File: config.mk
export PLATFORM = sky130hd
export DESIGN_NAME = pgc_top
export DESIGN_NICKNAME = d
export VERILOG_FILES = /design/src/pgc_pkg.sv /design/src/pgc_crc32_step.sv /design/src/pgc_top.sv
export SDC_FILE = /design/constraint.sdc
export NUM_CORES = 1
export LEC_CHECK = 0
export ABC_AREA = 1
export CAP_MARGIN = 20
export CELL_PAD_IN_SITES_DETAIL_PLACEMENT = 0
export CELL_PAD_IN_SITES_GLOBAL_PLACEMENT = 1
export CORE_MARGIN = 1
export CORE_UTILIZATION = 46
export DETAILED_ROUTE_END_ITERATION = 8
export DONT_BUFFER_PORTS = 1
export HOLD_SLACK_MARGIN = 0.08
export PLACE_DENSITY = 0.89
export SLEW_MARGIN = 20
export SYNTH_ARGS = -nofsm -noshare
export SYNTH_HDL_FRONTEND = slang
export SYNTH_SLANG_ARGS = --single-unit
File: constraint.sdc
create_clock -name mclk_i -period 2.8 [get_ports mclk_i]
set_input_delay 0.28 -clock mclk_i [delete_from_list [all_inputs] [get_ports mclk_i]]
set_output_delay 0.28 -clock mclk_i [all_outputs]
set_load 0.03 [all_outputs]
File: src/pgc_pkg.sv
// Constants and types shared by the packet generator / checker test block.
// Assumes a single byte clock and a plain 16-bit register port.
//
// How it works
// (RULE1) Burst field zero sends forever; 1..255 sends that many then stops.
// (RULE2) Trigger bit acts only with keep-enable, generator enable and nonzero burst.
// (RULE3) Trigger bit reads 1 when burst finished, 0 while transmitting.
// (RULE4) Writing 0 to a set done bit restarts the burst; otherwise ignored.
// (RULE5) Without keep-enable the enable bit clears itself after the burst.
// (RULE6) Payload select: 0 pseudo-random, 1 repeating 5A/A5 bytes.
// (RULE7) Length select: 1 gives 1518-byte packets, 0 gives 64-byte packets.
// (RULE8) Error injection sends bad CRC plus a symbol error; otherwise clean.
// (RULE9) Received-packet counter is eight bits and saturates at FF.
// (RULE10) CRC-error counter counts failed packets and saturates at FF.
// (RULE11) Checker counters only valid and counting while checker enabled.
// (RULE12) Writing 1 to counter reset zeroes counters, bit self-clears.
// (RULE13) Stub-test bit selects stub test mode when set.
// (RULE14) Gap between generated packets lasts field plus one bytes; resets to 12.
// (RULE15) Half duplex: rx start during tx bytes 97..128 bumps first counter.
// (RULE16) Half duplex: rx start during tx bytes 65..96 bumps second counter.
// (RULE17) Late-collision counters saturate and clear when read.
// (RULE18) Byte positions counted on the internal byte interface.
// (RULE19) Clean generated packets carry a correct frame check sequence.

`default_nettype none

package pgc_pkg;

    // ==========================================================
    // Register offsets
    localparam logic [4:0] OFS_GEN_CTRL   = 5'h10;
    localparam logic [4:0] OFS_CHK_COUNTS = 5'h11;
    localparam logic [4:0] OFS_CHK_CTRL   = 5'h12;
    localparam logic [4:0] OFS_GAP_LEN    = 5'h13;
    localparam logic [4:0] OFS_LATE_COLL  = 5'h17;

    // ==========================================================
    // Field positions
    localparam int BIT_BURST_LSB = 8;
    localparam int BIT_TRIGGER   = 7;
    localparam int BIT_KEEP_EN   = 6;
    localparam int BIT_CHK_EN    = 4;
    localparam int BIT_GEN_EN    = 3;
    localparam int BIT_PATTERN   = 2;
    localparam int BIT_LONG      = 1;
    localparam int BIT_ERR_INJ   = 0;
    localparam int BIT_CNT_CLR   = 4;
    localparam int BIT_STUB      = 3;

    // ==========================================================
    // Reset values
    localparam logic [15:0] RST_GEN_CTRL = 16'h0000;
    localparam logic [15:0] RST_CHK_CTRL = 16'h0000;
    localparam logic [15:0] RST_GAP_LEN  = 16'h000C;
    localparam logic [15:0] RST_LFSR     = 16'hACE1;

    // ==========================================================
    // Frame layout and timing counts, in bytes
    localparam logic [10:0] LEN_SHORT   = 11'h040;
    localparam logic [10:0] LEN_LONG    = 11'h5EE;
    localparam logic [10:0] FCS_BYTES   = 11'h004;
    localparam logic [10:0] LC1_FIRST   = 11'h061;
    localparam logic [10:0] LC1_LAST    = 11'h080;
    localparam logic [10:0] LC2_FIRST   = 11'h041;
    localparam logic [10:0] LC2_LAST    = 11'h060;
    localparam logic [7:0]  BYTE_PRE    = 8'h55;
    localparam logic [7:0]  BYTE_SFD    = 8'hD5;
    localparam logic [7:0]  BYTE_PAT_A  = 8'h5A;
    localparam logic [7:0]  BYTE_PAT_B  = 8'hA5;
    localparam logic [31:0] CRC_INIT    = 32'hFFFFFFFF;
    localparam logic [31:0] CRC_RESIDUE = 32'hDEBB20E3;

    // ==========================================================
    // Generator states
    typedef enum logic [4:0] {
        GEN_IDLE = 5'b00001,
        GEN_PRE  = 5'b00010,
        GEN_DATA = 5'b00100,
        GEN_FCS  = 5'b01000,
        GEN_GAP  = 5'b10000
    } pgc_gen_e;

endpackage

`default_nettype wire

File: src/pgc_crc32_step.sv
// One byte step of the reflected Ethernet CRC-32.
// Purely combinational; caller holds the running value.

`default_nettype none

module pgc_crc32_step (
    // Running value and byte
    input  wire logic [31:0] crc_i,
    input  wire logic [7:0]  data_i,
    // Updated value
    output logic      [31:0] crc_o
);

    logic [31:0] c;

    always_comb begin
        c = crc_i;
        for (int i = 0; i < 8; i++) begin
            if (c[0] ^ data_i[i]) begin
                c = {1'b0, c[31:1]} ^ 32'hEDB88320;
            end else begin
                c = {1'b0, c[31:1]};
            end
        end
        crc_o = c;
    end

endmodule

`default_nettype wire

File: src/pgc_top.sv
// Packet generator, CRC checker and late-collision counters of the copper port test logic.
// Assumes internal byte-interface signals on the same clock and a one-cycle register port.
//
// Decided for this implementation: strobed register access.

`default_nettype none

module pgc_top #(
    parameter int PRE_BYTES = 8
) (
    // Clock and reset
    input  wire logic        mclk_i,
    input  wire logic        rst_i,
    // Register port
    input  wire logic [4:0]  reg_addr_i,
    input  wire logic [15:0] reg_wdata_i,
    input  wire logic        reg_wr_i,
    input  wire logic        reg_rd_i,
    output logic      [15:0] reg_rdata_o,
    // Generated transmit stream
    output logic      [7:0]  gen_txd_o,
    output logic             gen_tx_en_o,
    output logic             gen_tx_er_o,
    // Observed traffic
    input  wire logic        mac_tx_en_i,
    input  wire logic [7:0]  rxd_i,
    input  wire logic        rx_dv_i,
    input  wire logic        rx_er_i,
    input  wire logic        half_duplex_i,
    // Mode outputs
    output logic             stub_test_o
);

    // ==========================================================
    // Elaboration check
    if (PRE_BYTES < 2 || PRE_BYTES > 16) begin : g_bad_pre
        $error("PRE_BYTES must lie between 2 and 16");
    end

    localparam logic [10:0] PRE_LAST = 11'(PRE_BYTES - 1);

    // ==========================================================
    // Helpers
    function automatic logic [7:0] sat_inc(input logic [7:0] v);
        sat_inc = (v == 8'hFF) ? v : v + 8'h01;
    endfunction

    function automatic logic in_range(input logic [10:0] p,
                                      input logic [10:0] lo,
                                      input logic [10:0] hi);
        in_range = (p >= lo) && (p <= hi);
    endfunction

    // ==========================================================
    // Register storage
    logic [7:0]  burst_q;
    logic        keep_q;
    logic        rsv5_q;
    logic        chk_en_q;
    logic        gen_en_q;
    logic        pattern_q;
    logic        long_q;
    logic        err_inj_q;
    logic [15:0] chk_ctl_q;
    logic        cnt_clr_q;
    logic [15:0] gap_q;
    logic        start_q;

    // Generator state
    pgc_pkg::pgc_gen_e state_q;
    logic [10:0] cnt_q;
    logic [7:0]  left_q;
    logic        pend_q;
    logic        done_q;
    logic        burst_end_q;
    logic [31:0] tx_crc_q;
    logic [15:0] lfsr_q;
    logic        pat_phase_q;

    // Checker state
    logic        rx_dv_prev_q;
    logic        sfd_seen_q;
    logic        rx_bad_q;
    logic [31:0] rx_crc_q;
    logic [7:0]  pkt_cnt_q;
    logic [7:0]  crc_err_q;

    // Late-collision state
    logic [10:0] tx_pos_q;
    logic [7:0]  lc_97_q;
    logic [7:0]  lc_65_q;

    logic        wr_gen;
    logic        wr_chk;
    logic        rd_lc;
    logic        trig_valid;
    logic [7:0]  payload;
    logic [31:0] tx_crc_next;
    logic [31:0] rx_crc_next;
    logic [10:0] data_last;
    logic        last_pkt;

    assign wr_gen = reg_wr_i && (reg_addr_i == pgc_pkg::OFS_GEN_CTRL);
    assign wr_chk = reg_wr_i && (reg_addr_i == pgc_pkg::OFS_CHK_CTRL);
    assign rd_lc  = reg_rd_i && (reg_addr_i == pgc_pkg::OFS_LATE_COLL);

    // (RULE2) trigger validity gate
    assign trig_valid = keep_q && gen_en_q && (burst_q != 8'h00);

    // ==========================================================
    // Register writes
    always_ff @(posedge mclk_i) begin
        if (rst_i) begin
            burst_q   <= pgc_pkg::RST_GEN_CTRL[15:8];
            keep_q    <= pgc_pkg::RST_GEN_CTRL[pgc_pkg::BIT_KEEP_EN];
            rsv5_q    <= pgc_pkg::RST_GEN_CTRL[5];
            chk_en_q  <= pgc_pkg::RST_GEN_CTRL[pgc_pkg::BIT_CHK_EN];
            gen_en_q  <= pgc_pkg::RST_GEN_CTRL[pgc_pkg::BIT_GEN_EN];
            pattern_q <= pgc_pkg::RST_GEN_CTRL[pgc_pkg::BIT_PATTERN];
            long_q    <= pgc_pkg::RST_GEN_CTRL[pgc_pkg::BIT_LONG];
            err_inj_q <= pgc_pkg::RST_GEN_CTRL[pgc_pkg::BIT_ERR_INJ];
            start_q   <= 1'b0;
        end else begin
            start_q <= 1'b0;
            if (wr_gen) begin
                burst_q   <= reg_wdata_i[15:8];
                keep_q    <= reg_wdata_i[pgc_pkg::BIT_KEEP_EN];
                rsv5_q    <= reg_wdata_i[5];
                chk_en_q  <= reg_wdata_i[pgc_pkg::BIT_CHK_EN];
                gen_en_q  <= reg_wdata_i[pgc_pkg::BIT_GEN_EN];
                pattern_q <= reg_wdata_i[pgc_pkg::BIT_PATTERN];
                long_q    <= reg_wdata_i[pgc_pkg::BIT_LONG];
                err_inj_q <= reg_wdata_i[pgc_pkg::BIT_ERR_INJ];
                // Enable going high starts a burst
                if (reg_wdata_i[pgc_pkg::BIT_GEN_EN] && !gen_en_q) begin
                    start_q <= 1'b1;
                end
                // (RULE4) zero written to a set done bit retriggers
                if (trig_valid && done_q && !reg_wdata_i[pgc_pkg::BIT_TRIGGER]
                    && reg_wdata_i[pgc_pkg::BIT_GEN_EN]) begin
                    start_q <= 1'b1;
                end
            end else if (burst_end_q && !keep_q) begin
                // (RULE5) enable self-clears
                gen_en_q <= 1'b0;
            end
        end
    end

    always_ff @(posedge mclk_i) begin
        if (rst_i) begin
            chk_ctl_q <= pgc_pkg::RST_CHK_CTRL;
            cnt_clr_q <= 1'b0;
            gap_q     <= pgc_pkg::RST_GAP_LEN;
        end else begin
            // (RULE12) counter reset pulse self-clears
            cnt_clr_q <= wr_chk && reg_wdata_i[pgc_pkg::BIT_CNT_CLR];
            if (wr_chk) begin
                chk_ctl_q <= reg_wdata_i;
            end
            if (reg_wr_i && (reg_addr_i == pgc_pkg::OFS_GAP_LEN)) begin
                gap_q <= reg_wdata_i;
            end
        end
    end

    // (RULE13) stub test mode
    always_ff @(posedge mclk_i) begin
        if (rst_i) begin
            stub_test_o <= 1'b0;
        end else begin
            stub_test_o <= chk_ctl_q[pgc_pkg::BIT_STUB];
        end
    end

    // ==========================================================
    // Register reads, data valid in the following cycle only
    always_ff @(posedge mclk_i) begin
        if (rst_i) begin
            reg_rdata_o <= 16'h0000;
        end else if (!reg_rd_i) begin
            reg_rdata_o <= 16'h0000;
        end else if (reg_addr_i == pgc_pkg::OFS_GEN_CTRL) begin
            // (RULE3) trigger bit reads the done flag
            reg_rdata_o <= {burst_q, done_q, keep_q, rsv5_q, chk_en_q,
                            gen_en_q, pattern_q, long_q, err_inj_q};
        end else if (reg_addr_i == pgc_pkg::OFS_CHK_COUNTS) begin
            reg_rdata_o <= {pkt_cnt_q, crc_err_q};
        end else if (reg_addr_i == pgc_pkg::OFS_CHK_CTRL) begin
            reg_rdata_o <= {chk_ctl_q[15:5], cnt_clr_q, chk_ctl_q[3:0]};
        end else if (reg_addr_i == pgc_pkg::OFS_GAP_LEN) begin
            reg_rdata_o <= gap_q;
        end else if (reg_addr_i == pgc_pkg::OFS_LATE_COLL) begin
            reg_rdata_o <= {lc_97_q, lc_65_q};
        end else begin
            reg_rdata_o <= 16'h0000;
        end
    end

    // ==========================================================
    // Generator payload and CRC
    // (RULE6) payload source
    assign payload = pattern_q ? (pat_phase_q ? pgc_pkg::BYTE_PAT_B : pgc_pkg::BYTE_PAT_A)
                               : lfsr_q[7:0];

    // (RULE7) data bytes end four before the frame length
    assign data_last = (long_q ? pgc_pkg::LEN_LONG : pgc_pkg::LEN_SHORT)
                       - pgc_pkg::FCS_BYTES - 11'h001;

    // (RULE1) stop after the burst unless continuous
    assign last_pkt = !gen_en_q || ((burst_q != 8'h00) && (left_q <= 8'h01));

    pgc_crc32_step u_tx_crc (
        .crc_i  (tx_crc_q),
        .data_i (payload),
        .crc_o  (tx_crc_next)
    );

    always_ff @(posedge mclk_i) begin
        if (rst_i) begin
            lfsr_q <= pgc_pkg::RST_LFSR;
        end else if (state_q == pgc_pkg::GEN_DATA) begin
            lfsr_q <= {lfsr_q[14:0], lfsr_q[15] ^ lfsr_q[13] ^ lfsr_q[12] ^ lfsr_q[10]};
        end
    end

    // ==========================================================
    // Generator sequencing
    always_ff @(posedge mclk_i) begin
        if (rst_i) begin
            state_q     <= pgc_pkg::GEN_IDLE;
            cnt_q       <= 11'h000;
            left_q      <= 8'h00;
            pend_q      <= 1'b0;
            done_q      <= 1'b0;
            burst_end_q <= 1'b0;
            tx_crc_q    <= pgc_pkg::CRC_INIT;
            pat_phase_q <= 1'b0;
            gen_txd_o   <= 8'h00;
            gen_tx_en_o <= 1'b0;
            gen_tx_er_o <= 1'b0;
        end else begin
            burst_end_q <= 1'b0;
            gen_tx_er_o <= 1'b0;
            if (start_q) begin
                pend_q <= 1'b1;
                // Pending burst must not read as done
                done_q <= 1'b0;
            end
            case (state_q)
                pgc_pkg::GEN_IDLE: begin
                    gen_tx_en_o <= 1'b0;
                    gen_txd_o   <= 8'h00;
                    if (pend_q && gen_en_q) begin
                        pend_q      <= start_q;
                        left_q      <= burst_q;
                        done_q      <= 1'b0;
                        state_q     <= pgc_pkg::GEN_PRE;
                        cnt_q       <= 11'h001;
                        gen_tx_en_o <= 1'b1;
                        gen_txd_o   <= pgc_pkg::BYTE_PRE;
                    end
                end
                pgc_pkg::GEN_PRE: begin
                    cnt_q <= cnt_q + 11'h001;
                    if (cnt_q == PRE_LAST) begin
                        gen_txd_o   <= pgc_pkg::BYTE_SFD;
                        state_q     <= pgc_pkg::GEN_DATA;
                        cnt_q       <= 11'h000;
                        tx_crc_q    <= pgc_pkg::CRC_INIT;
                        pat_phase_q <= 1'b0;
                    end else begin
                        gen_txd_o <= pgc_pkg::BYTE_PRE;
                    end
                end
                pgc_pkg::GEN_DATA: begin
                    gen_txd_o   <= payload;
                    pat_phase_q <= !pat_phase_q;
                    // (RULE19) running FCS over the payload
                    tx_crc_q    <= tx_crc_next;
                    cnt_q       <= cnt_q + 11'h001;
                    if (cnt_q == data_last) begin
                        state_q <= pgc_pkg::GEN_FCS;
                        cnt_q   <= 11'h000;
                    end
                end
                pgc_pkg::GEN_FCS: begin
                    // (RULE8) uncomplemented FCS and a symbol error when injecting
                    if (err_inj_q) begin
                        gen_txd_o   <= tx_crc_q[{cnt_q[1:0], 3'b000} +: 8];
                        gen_tx_er_o <= (cnt_q == 11'h000);
                    end else begin
                        gen_txd_o <= ~tx_crc_q[{cnt_q[1:0], 3'b000} +: 8];
                    end
                    cnt_q <= cnt_q + 11'h001;
                    if (cnt_q == pgc_pkg::FCS_BYTES - 11'h001) begin
                        state_q <= pgc_pkg::GEN_GAP;
                        cnt_q   <= 11'h000;
                    end
                end
                pgc_pkg::GEN_GAP: begin
                    gen_tx_en_o <= 1'b0;
                    gen_txd_o   <= 8'h00;
                    cnt_q       <= cnt_q + 11'h001;
                    // (RULE14) gap of field plus one bytes
                    if (cnt_q == {3'b000, gap_q[7:0]} + 11'h001) begin
                        if (last_pkt) begin
                            // (RULE3) done once the burst is out
                            done_q      <= 1'b1;
                            burst_end_q <= 1'b1;
                            state_q     <= pgc_pkg::GEN_IDLE;
                        end else begin
                            left_q      <= left_q - 8'h01;
                            state_q     <= pgc_pkg::GEN_PRE;
                            cnt_q       <= 11'h001;
                            gen_tx_en_o <= 1'b1;
                            gen_txd_o   <= pgc_pkg::BYTE_PRE;
                        end
                    end
                end
                default: begin
                    state_q <= pgc_pkg::GEN_IDLE;
                end
            endcase
        end
    end

    // ==========================================================
    // CRC checker
    pgc_crc32_step u_rx_crc (
        .crc_i  (rx_crc_q),
        .data_i (rxd_i),
        .crc_o  (rx_crc_next)
    );

    always_ff @(posedge mclk_i) begin
        if (rst_i) begin
            rx_dv_prev_q <= 1'b0;
            sfd_seen_q   <= 1'b0;
            rx_bad_q     <= 1'b0;
            rx_crc_q     <= pgc_pkg::CRC_INIT;
        end else begin
            rx_dv_prev_q <= rx_dv_i;
            if (rx_dv_i) begin
                if (!sfd_seen_q) begin
                    sfd_seen_q <= (rxd_i == pgc_pkg::BYTE_SFD);
                    rx_crc_q   <= pgc_pkg::CRC_INIT;
                end else begin
                    rx_crc_q <= rx_crc_next;
                end
                if (rx_er_i) begin
                    rx_bad_q <= 1'b1;
                end
            end else begin
                sfd_seen_q <= 1'b0;
                rx_bad_q   <= 1'b0;
            end
        end
    end

    // Counter reset yields to a packet ending in the same cycle
    always_ff @(posedge mclk_i) begin
        if (rst_i) begin
            pkt_cnt_q <= 8'h00;
            crc_err_q <= 8'h00;
        end else begin
            // (RULE12) clear, then let a simultaneous count land
            if (cnt_clr_q) begin
                pkt_cnt_q <= 8'h00;
                crc_err_q <= 8'h00;
            end
            // (RULE11) counts only while the checker is enabled
            if (chk_en_q && rx_dv_prev_q && !rx_dv_i && sfd_seen_q) begin
                // (RULE9) saturating packet count
                pkt_cnt_q <= sat_inc(cnt_clr_q ? 8'h00 : pkt_cnt_q);
                // (RULE10) saturating CRC error count
                if (rx_bad_q || (rx_crc_q != pgc_pkg::CRC_RESIDUE)) begin
                    crc_err_q <= sat_inc(cnt_clr_q ? 8'h00 : crc_err_q);
                end
            end
        end
    end

    // ==========================================================
    // Late-collision window
    logic tx_seen;
    logic rx_sop;

    // (RULE18) positions taken from the internal byte interface
    assign tx_seen = gen_tx_en_o || mac_tx_en_i;
    assign rx_sop  = rx_dv_i && !rx_dv_prev_q;

    always_ff @(posedge mclk_i) begin
        if (rst_i) begin
            tx_pos_q <= 11'h000;
        end else if (!tx_seen) begin
            tx_pos_q <= 11'h000;
        end else if (tx_pos_q != 11'h7FF) begin
            tx_pos_q <= tx_pos_q + 11'h001;
        end
    end

    // Byte now on the interface is tx_pos_q + 1
    logic [10:0] cur_byte;
    logic        hit_97;
    logic        hit_65;

    assign cur_byte = (tx_pos_q == 11'h7FF) ? tx_pos_q : tx_pos_q + 11'h001;
    // (RULE15) window 97..128
    assign hit_97 = half_duplex_i && tx_seen && rx_sop
                    && in_range(cur_byte, pgc_pkg::LC1_FIRST, pgc_pkg::LC1_LAST);
    // (RULE16) window 65..96
    assign hit_65 = half_duplex_i && tx_seen && rx_sop
                    && in_range(cur_byte, pgc_pkg::LC2_FIRST, pgc_pkg::LC2_LAST);

    always_ff @(posedge mclk_i) begin
        if (rst_i) begin
            lc_97_q <= 8'h00;
            lc_65_q <= 8'h00;
        end else begin
            // (RULE17) clear on read, saturate, a hit in the read cycle survives
            if (rd_lc) begin
                lc_97_q <= 8'h00;
                lc_65_q <= 8'h00;
            end
            if (hit_97) begin
                lc_97_q <= sat_inc(rd_lc ? 8'h00 : lc_97_q);
            end
            if (hit_65) begin
                lc_65_q <= sat_inc(rd_lc ? 8'h00 : lc_65_q);
            end
        end
    end

endmodule

`default_nettype wire

# Word-level counts from Yosys, hierarchy flattened
# Cells that the tools add are included.
[op_classes]
n_addsub = 10
magnitude_cmp = 5
n_eq_ne = 28
shift = 1
muxes = 85
n_bitwise = 44
n_reduce_logical = 49
[ops]
columns = ["cell", "count"]
rows = [
  ["$mux 32", 18],
  ["$not 13->14", 16],
  ["$mux 8", 20],
  ["$mux 11", 8],
  ["$mux 16", 5],
  ["$pmux 32 s2", 1],
  ["$pmux 11 s5", 1],
  ["$eq 8x8->1 const B", 5],
  ["$pmux 8 s5", 1],
  ["$add 8x1->8 const B", 4],
  ["$ne 32x32->1 const B", 1],
  ["$shiftx 32x6->8", 1],
  ["$eq 5x5->1 const B", 6],
  ["$mux 5", 5],
  ["$pmux 5 s5", 1],
  ["$logic_and 1x1->1", 24],
  ["$add 11x1->11 const B", 2],
  ["$ge 11x7->1 const B", 2],
  ["$mux 7", 3],
  ["$xor 1x1->1", 19],
  ["$mux 1", 17],
  ["$pmux 8 s2", 1],
  ["$eq 11x11->1", 1],
  ["$eq 11x11->1 const B", 1],
  ["32 further kinds", 59],
]
[totals]
reg_bits = 230
in_bits = 37
out_inout_bits = 27
wordCells = 257

# Depth between registers and ports, before layout
# Gate-level depths: netlist of the first run.
[depth]
depth_word = 19
mapped_depth = 17
mapped_depth_nobuf = 17

# Modules after synthesis
# Synthesis of the first run repeated with hierarchy kept, for this count alone.
[hier_totals]
hier_cells = 1966
area_unflattened_um2 = 13387.8
[modules_own_cells]
columns = ["module", "instances", "cells_per_inst", "area_per_inst_um2", "seq_area_each_um2"]
rows = [
  ["pgc_top", 1, 1576, 10963.0, 4584.4],
  ["pgc_crc32_step", 2, 195, 1212.4, 0.0],
]

# Worst setup path before layout of the first run
# No wires, ideal clock.
[synth_timing]
path_kind = "input to register"
start = "in reg_addr_i[2]"
end = "reg lc_97_q[0]"
setup_time_ps = 116
arrival_time_ps = 1985
required_time_ps = 2684
slack_ps = 699
cell_stages = 13
n_path_buf = 1
cell_sequence = "inv_1 nor2_1 nand3_2 clkbuf_1 nand2_1 inv_1 ha_1 nand3_1 nor2_1 nand2_1 nand4_1 o21ai_0 nor2_1"
[synth_via]
elab_chain_len = 6
word_cells_on_any_way = 7
classes_between = "add/sub: 1; eq/ne: 2; mux: 3; reduce/logical: 1"
[synth_lines]
columns = ["item", "line_no", "text"]
rows = [
  ["start, declared", "pgc_top.sv:15", "input wire logic [4:0] reg_addr_i,"],
  ["$eq 5x5->1 (*)", "pgc_top.sv:105", "assign rd_lc = reg_rd_i && (reg_addr_i == pgc_pkg::OFS_LATE_COLL);"],
  ["$logic_and 1x1->1 (*)", "pgc_top.sv:105", ""],
  ["$mux 8 (*)", "n/a", ""],
  ["$add 8x1->8 or $eq 8x8->1 (tied branches)", "pgc_top.sv:45", "sat_inc = (v == 8'hFF) ? v : v + 8'h01;"],
  ["$mux 8", "pgc_top.sv:45", ""],
  ["$mux 8 (*)", "pgc_top.sv:426", "if (hit_97) begin"],
  ["end signal, assigned", "pgc_top.sv:427", "lc_97_q <= sat_inc(rd_lc ? 8'h00 : lc_97_q);"],
  ["end, declared", "pgc_top.sv:90", "logic [7:0] lc_97_q;"],
]
# Mark *: on every way between the ends. The rest lies on a longest branch, timed or not.
# A chain may end at the register's enable or synchronous reset.

# Worst setup path after layout of the first run
[layout_timing]
start = "reg cnt_clr_q"
end = "reg crc_err_q[7]"
[layout_via]
elab_chain_len = 5
word_cells_on_any_way = 6
classes_between = "add/sub: 1; eq/ne: 1; mux: 4"
[layout_lines]
columns = ["item", "line_no", "text"]
rows = [
  ["start, declared", "pgc_top.sv:65", "logic cnt_clr_q;"],
  ["start signal, assigned", "pgc_top.sv:157", "cnt_clr_q <= wr_chk && reg_wdata_i[pgc_pkg::BIT_CNT_CLR];"],
  ["$mux 8 (*)", "pgc_top.sv:368, pgc_top.sv:378", ""],
  ["$add 8x1->8 or $eq 8x8->1 (tied branches)", "pgc_top.sv:45", ""],
  ["$mux 8", "pgc_top.sv:45", ""],
  ["$mux 8", "pgc_top.sv:377", "if (rx_bad_q || (rx_crc_q != pgc_pkg::CRC_RESIDUE)) begin"],
  ["$mux 8 (*)", "pgc_top.sv:373", "if (chk_en_q && rx_dv_prev_q && !rx_dv_i && sfd_seen_q) begin"],
  ["end signal, assigned", "pgc_top.sv:378", "crc_err_q <= sat_inc(cnt_clr_q ? 8'h00 : crc_err_q);"],
  ["end, declared", "pgc_top.sv:86", "logic [7:0] crc_err_q;"],
]
# Marks and branches as above.

==> results of run 1 <==
-- metal layers --
layer	vias up	track usage	wire (um)
li1	6627	-	-
met5	-	0	0
met3	63	0.0330	2350
met2	399	0.414	17400
met1	5985	0.360	18100
met4	0	0.0778	1010
-- how the worst min path moves through the flow --
stage                         endpoint  slack (ps)  depth (start not counted)
4_1_cts              pend_q$_SDFF_PP0_          80                          2
3_3_place_gp   crc_err_q[7]$_SDFF_PP0_         360                          1
6_report        stub_test_o$_SDFF_PP0_          90                          2
3_5_place_dp    stub_test_o$_SDFF_PP0_         360                          1
2_1_floorplan    rx_bad_q$_SDFFE_PP0P_         410                          2
5_1_grt              pend_q$_SDFF_PP0_          90                          2
-- where the power goes --
group          leakage (nW)  switching, W  internal, W  total (W)
registers              1.86      0.000156      0.00335    0.00351
logic                  4.48      0.000737     0.000388    0.00112
clock network         0.421       0.00148      0.00200    0.00348
total                  6.76       0.00237      0.00574    0.00811
-- registers in the layout (all words and copies together), names as in the netlist, 5 cells and up --
register,cells
reg_rdata_o,16
tx_crc_q,32
lc_97_q,8
pkt_cnt_q,8
lc_65_q,8
state_q,5
chk_ctl_q,15
burst_q,8
crc_err_q,8
rx_crc_q,32
cnt_q,11
left_q,8
gap_q,16
gen_txd_o,8
lfsr_q,16
tx_pos_q,11
-- kinds of logic after synthesis --
group / Yosys count / synth area share
flip-flops: 229 / 0.342
XOR/XNOR: 127 / 0.0895
AO/OA/AOI/OAI: 403 / 0.166
adder cells (fa/ha/maj): 10 / 0.00935
AND/OR/NAND/NOR: 918 / 0.296
buffers and inverters: 334 / 0.0969
-- layout make-up --
cell class | count | area (um2)
multi-input cells | 1458 | 7510
clock inverters | 14 | 119
clock buffers | 36 | 759
fillers | 2897 | 13700
inverters | 258 | 970
flip-flops and latches | 229 | 4590
repair buffers | 64 | 583
well taps | 384 | 480
-- stage by stage --
step / hold slack, ps / std cells / utilization
floorplan: 409 / 2021 / -
global placement: 358 / 2363 / 0.481
detailed placement: 362 / 2363 / 0.481
CTS: 80.8 / 2443 / 0.523
global route: 93.8 / 2443 / 0.523
finish: 93.0 / 2443 / 0.523
-- critical path: cells and delay by family, from the launching register on --
family,cells,cell delay [ps]
simple gates,7,950
buf+inv,2,630
flops,1,460
compound gates,2,240
fa+ha+maj,1,200
-- cell usage in the layout, fill, tap and decap left out, types with 9 or more instances in the layout --
master         netlist  layout
xor2_1              89      89
or2_2                9       9
dlygate4sd3_1        0      28
nor4_1              13      12
xnor2_1             28      28
buf_4                3      34
clkbuf_16            0      27
nor3_1              29      29
o21ai_0            181     181
nand4_1             43      43
nand2_1            443     443
nor2_1             202     201
nand3_1            154     154
ha_1                10      10
a21oi_1            143     143
o211ai_1            31      31
dfxtp_1            229     228
inv_1              252     250
-- repair_timing --
action	4_1_cts	5_1_grt
hold endpoints to repair	128	0
resized for setup	0	3
hold buffers	30	0
endpoints found under the setup margin	0	15
==> impl_metrics.tcl, run 1 <==
set metrics [dict create \
    worstSetupPathType "reg -> reg" \
    crit_path_end "crc_err_q[7]$_SDFF_PP0_" \
    synth_cells 2021 \
    pre_cts_ws_ps 237 \
    placed_area_um2 13800 \
    power_density_nw_per_um2 541 \
    synth_area_leaders "dfxtp_1, nand2_1, inv_1" \
    max_clock_freq_ghz 0.391 \
    syn_avg_cell_area_um2 6.62 \
    report.final.slew_viol_count 0 \
    wire_per_inst_um 15.9 \
    ys_seq_area_frac 0.342 \
    finalSetupViolations 0 \
    diodes 0 \
    maxSlewHeadroom 0.396 \
    worst_slew_pin_slew_ps 907 \
    rr_startpoint "cnt_clr_q$_SDFF_PP0_" \
    ant_nets 0 \
    syn-num-nets 2068 \
    path_cells "nor2_1 -> ha_1 -> nand4_1 -> nand3b_1 -> inv_1 -> nand3_1 -> nor2_2 -> o21ai_0 -> nand2_1 -> nand2_1 -> a21oi_1 -> dlygate4sd3_1" \
    clk_pin_slew_ps 60 \
    final_cell_area_um2 15000 \
    gr-total-overflow 0 \
    portBuffers 0 \
    synth_area_leader_cell "dfxtp_1" \
    setup_tns_ps 0 \
    h-tree-depth 1 \
    async_flop_share 0 \
    cp-end-kind "flop" \
    fin_ws_ps 242 \
    antenna_found_initial 0 \
    p_leak_nw 6.76 \
    die_area_um2 29800 \
    std_cell_rows 62 \
    dp_hpwl_um 27700 \
    vias_per_cell 5.35 \
    synth_cell_type_count 45 \
    critPathMostFrequentCell "nand2_1" \
    grt_usage 0.258 \
    rrSetupSlack_ps 240 \
    cts_sinks 229 \
    post-route-drc-count 0 \
    rsz0062_at_grt "false" \
    syn-cell-area_um2 13400 \
    slowest_delay_ps 550 \
    synthTopCellsByCount "nand2_1, inv_1, dfxtp_1, nor2_1, o21ai_0" \
    grt_pass1_wl_um 63700 \
    yosys.area.top_type_share 0.342 \
    yosys_warnings 0 \
    critPathLaunch "cnt_clr_q$_SDFF_PP0_" \
    min_from "rst_i" \
    root_buffer "clkbuf_16" \
    synth_ff_type "dfxtp_1" \
    crit_fanout 12 \
    synth.most_common_cell "nand2_1" \
    dieWidth_um 173 \
    cts_setup_buffers 0 \
    core_area_um2 28700 \
    cts_made_buffers 27 \
    io_pins 64 \
    synth-edff-count 0 \
    drv_cap 0 \
    fp.dieH_um 173 \
    cp.arrival_ps 3050 \
    critPathSlowestCell "dlygate4sd3_1" \
    drtIter0Drc 1041 \
    crit_path_start_kind "flop" \
    layout-drive-gt1-share 0.0670 \
    peakVddDrop_mv 0.575 \
    skew_ps 20.4 \
    rr_endpoint "crc_err_q[7]$_SDFF_PP0_" \
    grt_max_degree 93 \
    nets 2085 \
    cts_tree "yes" \
    period_share 0.914 \
    drt_wl_total_um 38900 \
    totalPowerFinal_w 0.00811 \
    area_growth_syn_to_layout_pct 12.1 \
    min-delay-path-class "in -> reg" \
    first_global_vias 12200 \
    initial_core_util 0.466 \
    globalplace.congestion 0.903 \
    clock_latency_ps 550 \
    status "finished, final reports clean" \
    worstRegToRegCells 12 \
    drt_first_pass_iters 5 \
    via_count 13100 \
    synth_seq_cells 229 \
    clockBufferDepth 3 \
    hold_violations 0 \
    post-route-min-period_ps 2560 \
    crit_required_ps 3290 \
]
No activity file was read; power rests on OpenSTA's default activity.
==> inputs of run 2 (changes only) <==
==> constraint.sdc (replaced) <==
create_clock -name mclk_i -period 2.8 [get_ports mclk_i]
set_input_delay 0.28 -clock mclk_i [delete_from_list [all_inputs] [get_ports mclk_i]]
set_output_delay 0.28 -clock mclk_i [all_outputs]
set_load 0.01 [all_outputs]
==> run 2 against run 1 <==
First-iteration DRC count fell by 4.2%. Clock power rose by 4%. Via count barely moved. Power rose by 1.0%. Count of clock-buffer cells in the layout rose by 3. Setup slack improved by 29 ps. Largest power group is now the clock network. Critical path depth did not move. Sequential cell count did not move. Die area did not move.
==> impl_metrics.tcl, run 2 (synthesis results as in run 1) <==
set metrics [dict create \
    status "finished, final reports clean" \
    drt_wl_total_um 38600 \
    antenna_found_initial 0 \
    path_cells "nor2_1 -> ha_1 -> nand4_1 -> nand3b_1 -> inv_1 -> nand3_1 -> nor2_2 -> o21ai_0 -> nand2_1 -> nand2_1 -> a21oi_1 -> dlygate4sd3_1" \
    drtIter0Drc 997 \
    clk_pin_slew_ps 60 \
    std_cell_rows 62 \
    min_from "rst_i" \
    crit_path_start_kind "flop" \
    cp-end-kind "flop" \
    peakVddDrop_mv 0.519 \
    layout-drive-gt1-share 0.0657 \
    io_pins 64 \
    dieWidth_um 173 \
    root_buffer "clkbuf_16" \
    globalplace.congestion 0.899 \
    h-tree-depth 1 \
    nets 2081 \
    fp.dieH_um 173 \
    period_share 0.903 \
    skew_ps 22.0 \
    crit_fanout 12 \
    layout_commonest_cell "nand2_1" \
    via_count 13100 \
    totalPowerFinal_w 0.00820 \
    vias_per_cell 5.37 \
    maxSlewHeadroom 0.484 \
    rsz0062_at_grt "false" \
    ant_nets 0 \
    cp_top_family "simple AND/OR/NAND/NOR gates" \
    worst_slew_pin_slew_ps 773 \
    cts_made_buffers 27 \
    wire_per_inst_um 15.8 \
    fillers 2859 \
    cts_tree "yes" \
    worstSetupPathType "reg -> reg" \
    grt_usage 0.259 \
    grt_pass1_wl_um 63800 \
    max_clock_freq_ghz 0.395 \
    drt_first_pass_iters 5 \
    clock_latency_ps 550 \
    initial_core_util 0.466 \
    dp_hpwl_um 27400 \
    min-delay-path-class "in -> reg" \
    hold_violations 0 \
    core_area_um2 28700 \
    post-route-drc-count 0 \
    grt_max_degree 139 \
    path_buf_inv 2 \
    cts_sinks 229 \
    drv_cap 0 \
    p_leak_nw 6.77 \
    report.final.slew_viol_count 0 \
    critPathLaunch "cnt_clr_q$_SDFF_PP0_" \
    portBuffers 0 \
    clockBufferDepth 3 \
    gr-total-overflow 0 \
    cp.arrival_ps 3020 \
    hold_slack_ps 100 \
    crit_required_ps 3290 \
    die_area_um2 29800 \
    reg_top3 "rx_crc_q x32, tx_crc_q x32" \
    rr_startpoint "cnt_clr_q$_SDFF_PP0_" \
    slowest_delay_ps 560 \
    first_global_vias 12300 \
    critPathMostFrequentCell "nand2_1" \
    area_growth_syn_to_layout_pct 12.3 \
    post-route-min-period_ps 2530 \
    final_cell_mix "nand2_1, inv_1, dfxtp_1, nor2_1, o21ai_0" \
    setup_tns_ps 0 \
    finalSetupViolations 0 \
    diodes 0 \
    power_density_nw_per_um2 545 \
    critPathSlowestCell "dlygate4sd3_1" \
]
[run 2: changes by cell type in the layout (fill, tap and decap cells not counted), sizes merged]
cell / change
clkinvlp: -2
inv: +1
dlygate4sd3: -3
bufinv: +1
clkinv: -4
buf: -1
clkbuf: +3
[run 2: cell type report]
type                            count  area (um2)  area share
Sequential cell                   229        4580       0.305
Clock buffer                       39         801      0.0533
Timing Repair Buffer               60         558      0.0371
Clock inverter                     10         115     0.00766
Tap cell                          384         480      0.0320
Multi-Input combinational cell   1458        7520       0.500
Inverter                          258         970      0.0645
[run 2: worst register-to-register path: stages, from the launching register on]
cell and delay (ps):
dfxtp_1 460, nor2_1 210, ha_1 200, nand4_1 140, nand3b_1 190, inv_1 80
nand3_1 110, nor2_2 190, o21ai_0 120, nand2_1 70, nand2_1 50, a21oi_1 120
dlygate4sd3_1 560
[run 2: stage by stage]
| step | area [um2] | setup WS, ps | utilization | cells |
|---|---|---|---|---|
| after floorplan | 13400 | 699 | - | 2021 |
| after global placement | 13800 | 380 | 0.481 | 2362 |
| after detailed placement | 13800 | 298 | 0.481 | 2362 |
| after CTS | 15000 | 248 | 0.523 | 2438 |
| after global routing | 15000 | 22.7 | 0.524 | 2438 |
| final | 15000 | 271 | 0.524 | 2438 |
[run 2: final timing paths]
| kind | depth (start not counted) | end | slack [ps] |
|---|---|---|---|
| max | 12 | crc_err_q[7]$_SDFF_PP0_ | 270 |
| min | 2 | crc_err_q[5]$_SDFF_PP0_ | 100 |
| max reg2reg | 12 | crc_err_q[7]$_SDFF_PP0_ | 270 |
| min reg2reg | 2 | gap_q[10]$_SDFFE_PP0P_ | 450 |
[run 2: metal layers]
layer,global-route usage,up-vias,part of all wire
met4,0.0807,0,0.026
met2,0.415,386,0.45
met5,0,-,0
met1,0.354,5995,0.46
met3,0.0433,70,0.066
li1,-,6635,-
[run 2: timing repair]
action                                  CTS  global route
hold buffers                             27             0
hold endpoints to repair                128             0
endpoints found under the setup margin    0            14
buffers inserted                          0             0
gates resized for setup                   0             3
[run 2: power breakdown]
group          internal [W]  switching [W]  leakage, nW  total, W
clock               0.00217        0.00146        0.444   0.00363
combinational      0.000390       0.000730         4.47   0.00112
sequential          0.00335       0.000100         1.86   0.00345
total               0.00591        0.00229         6.77   0.00820
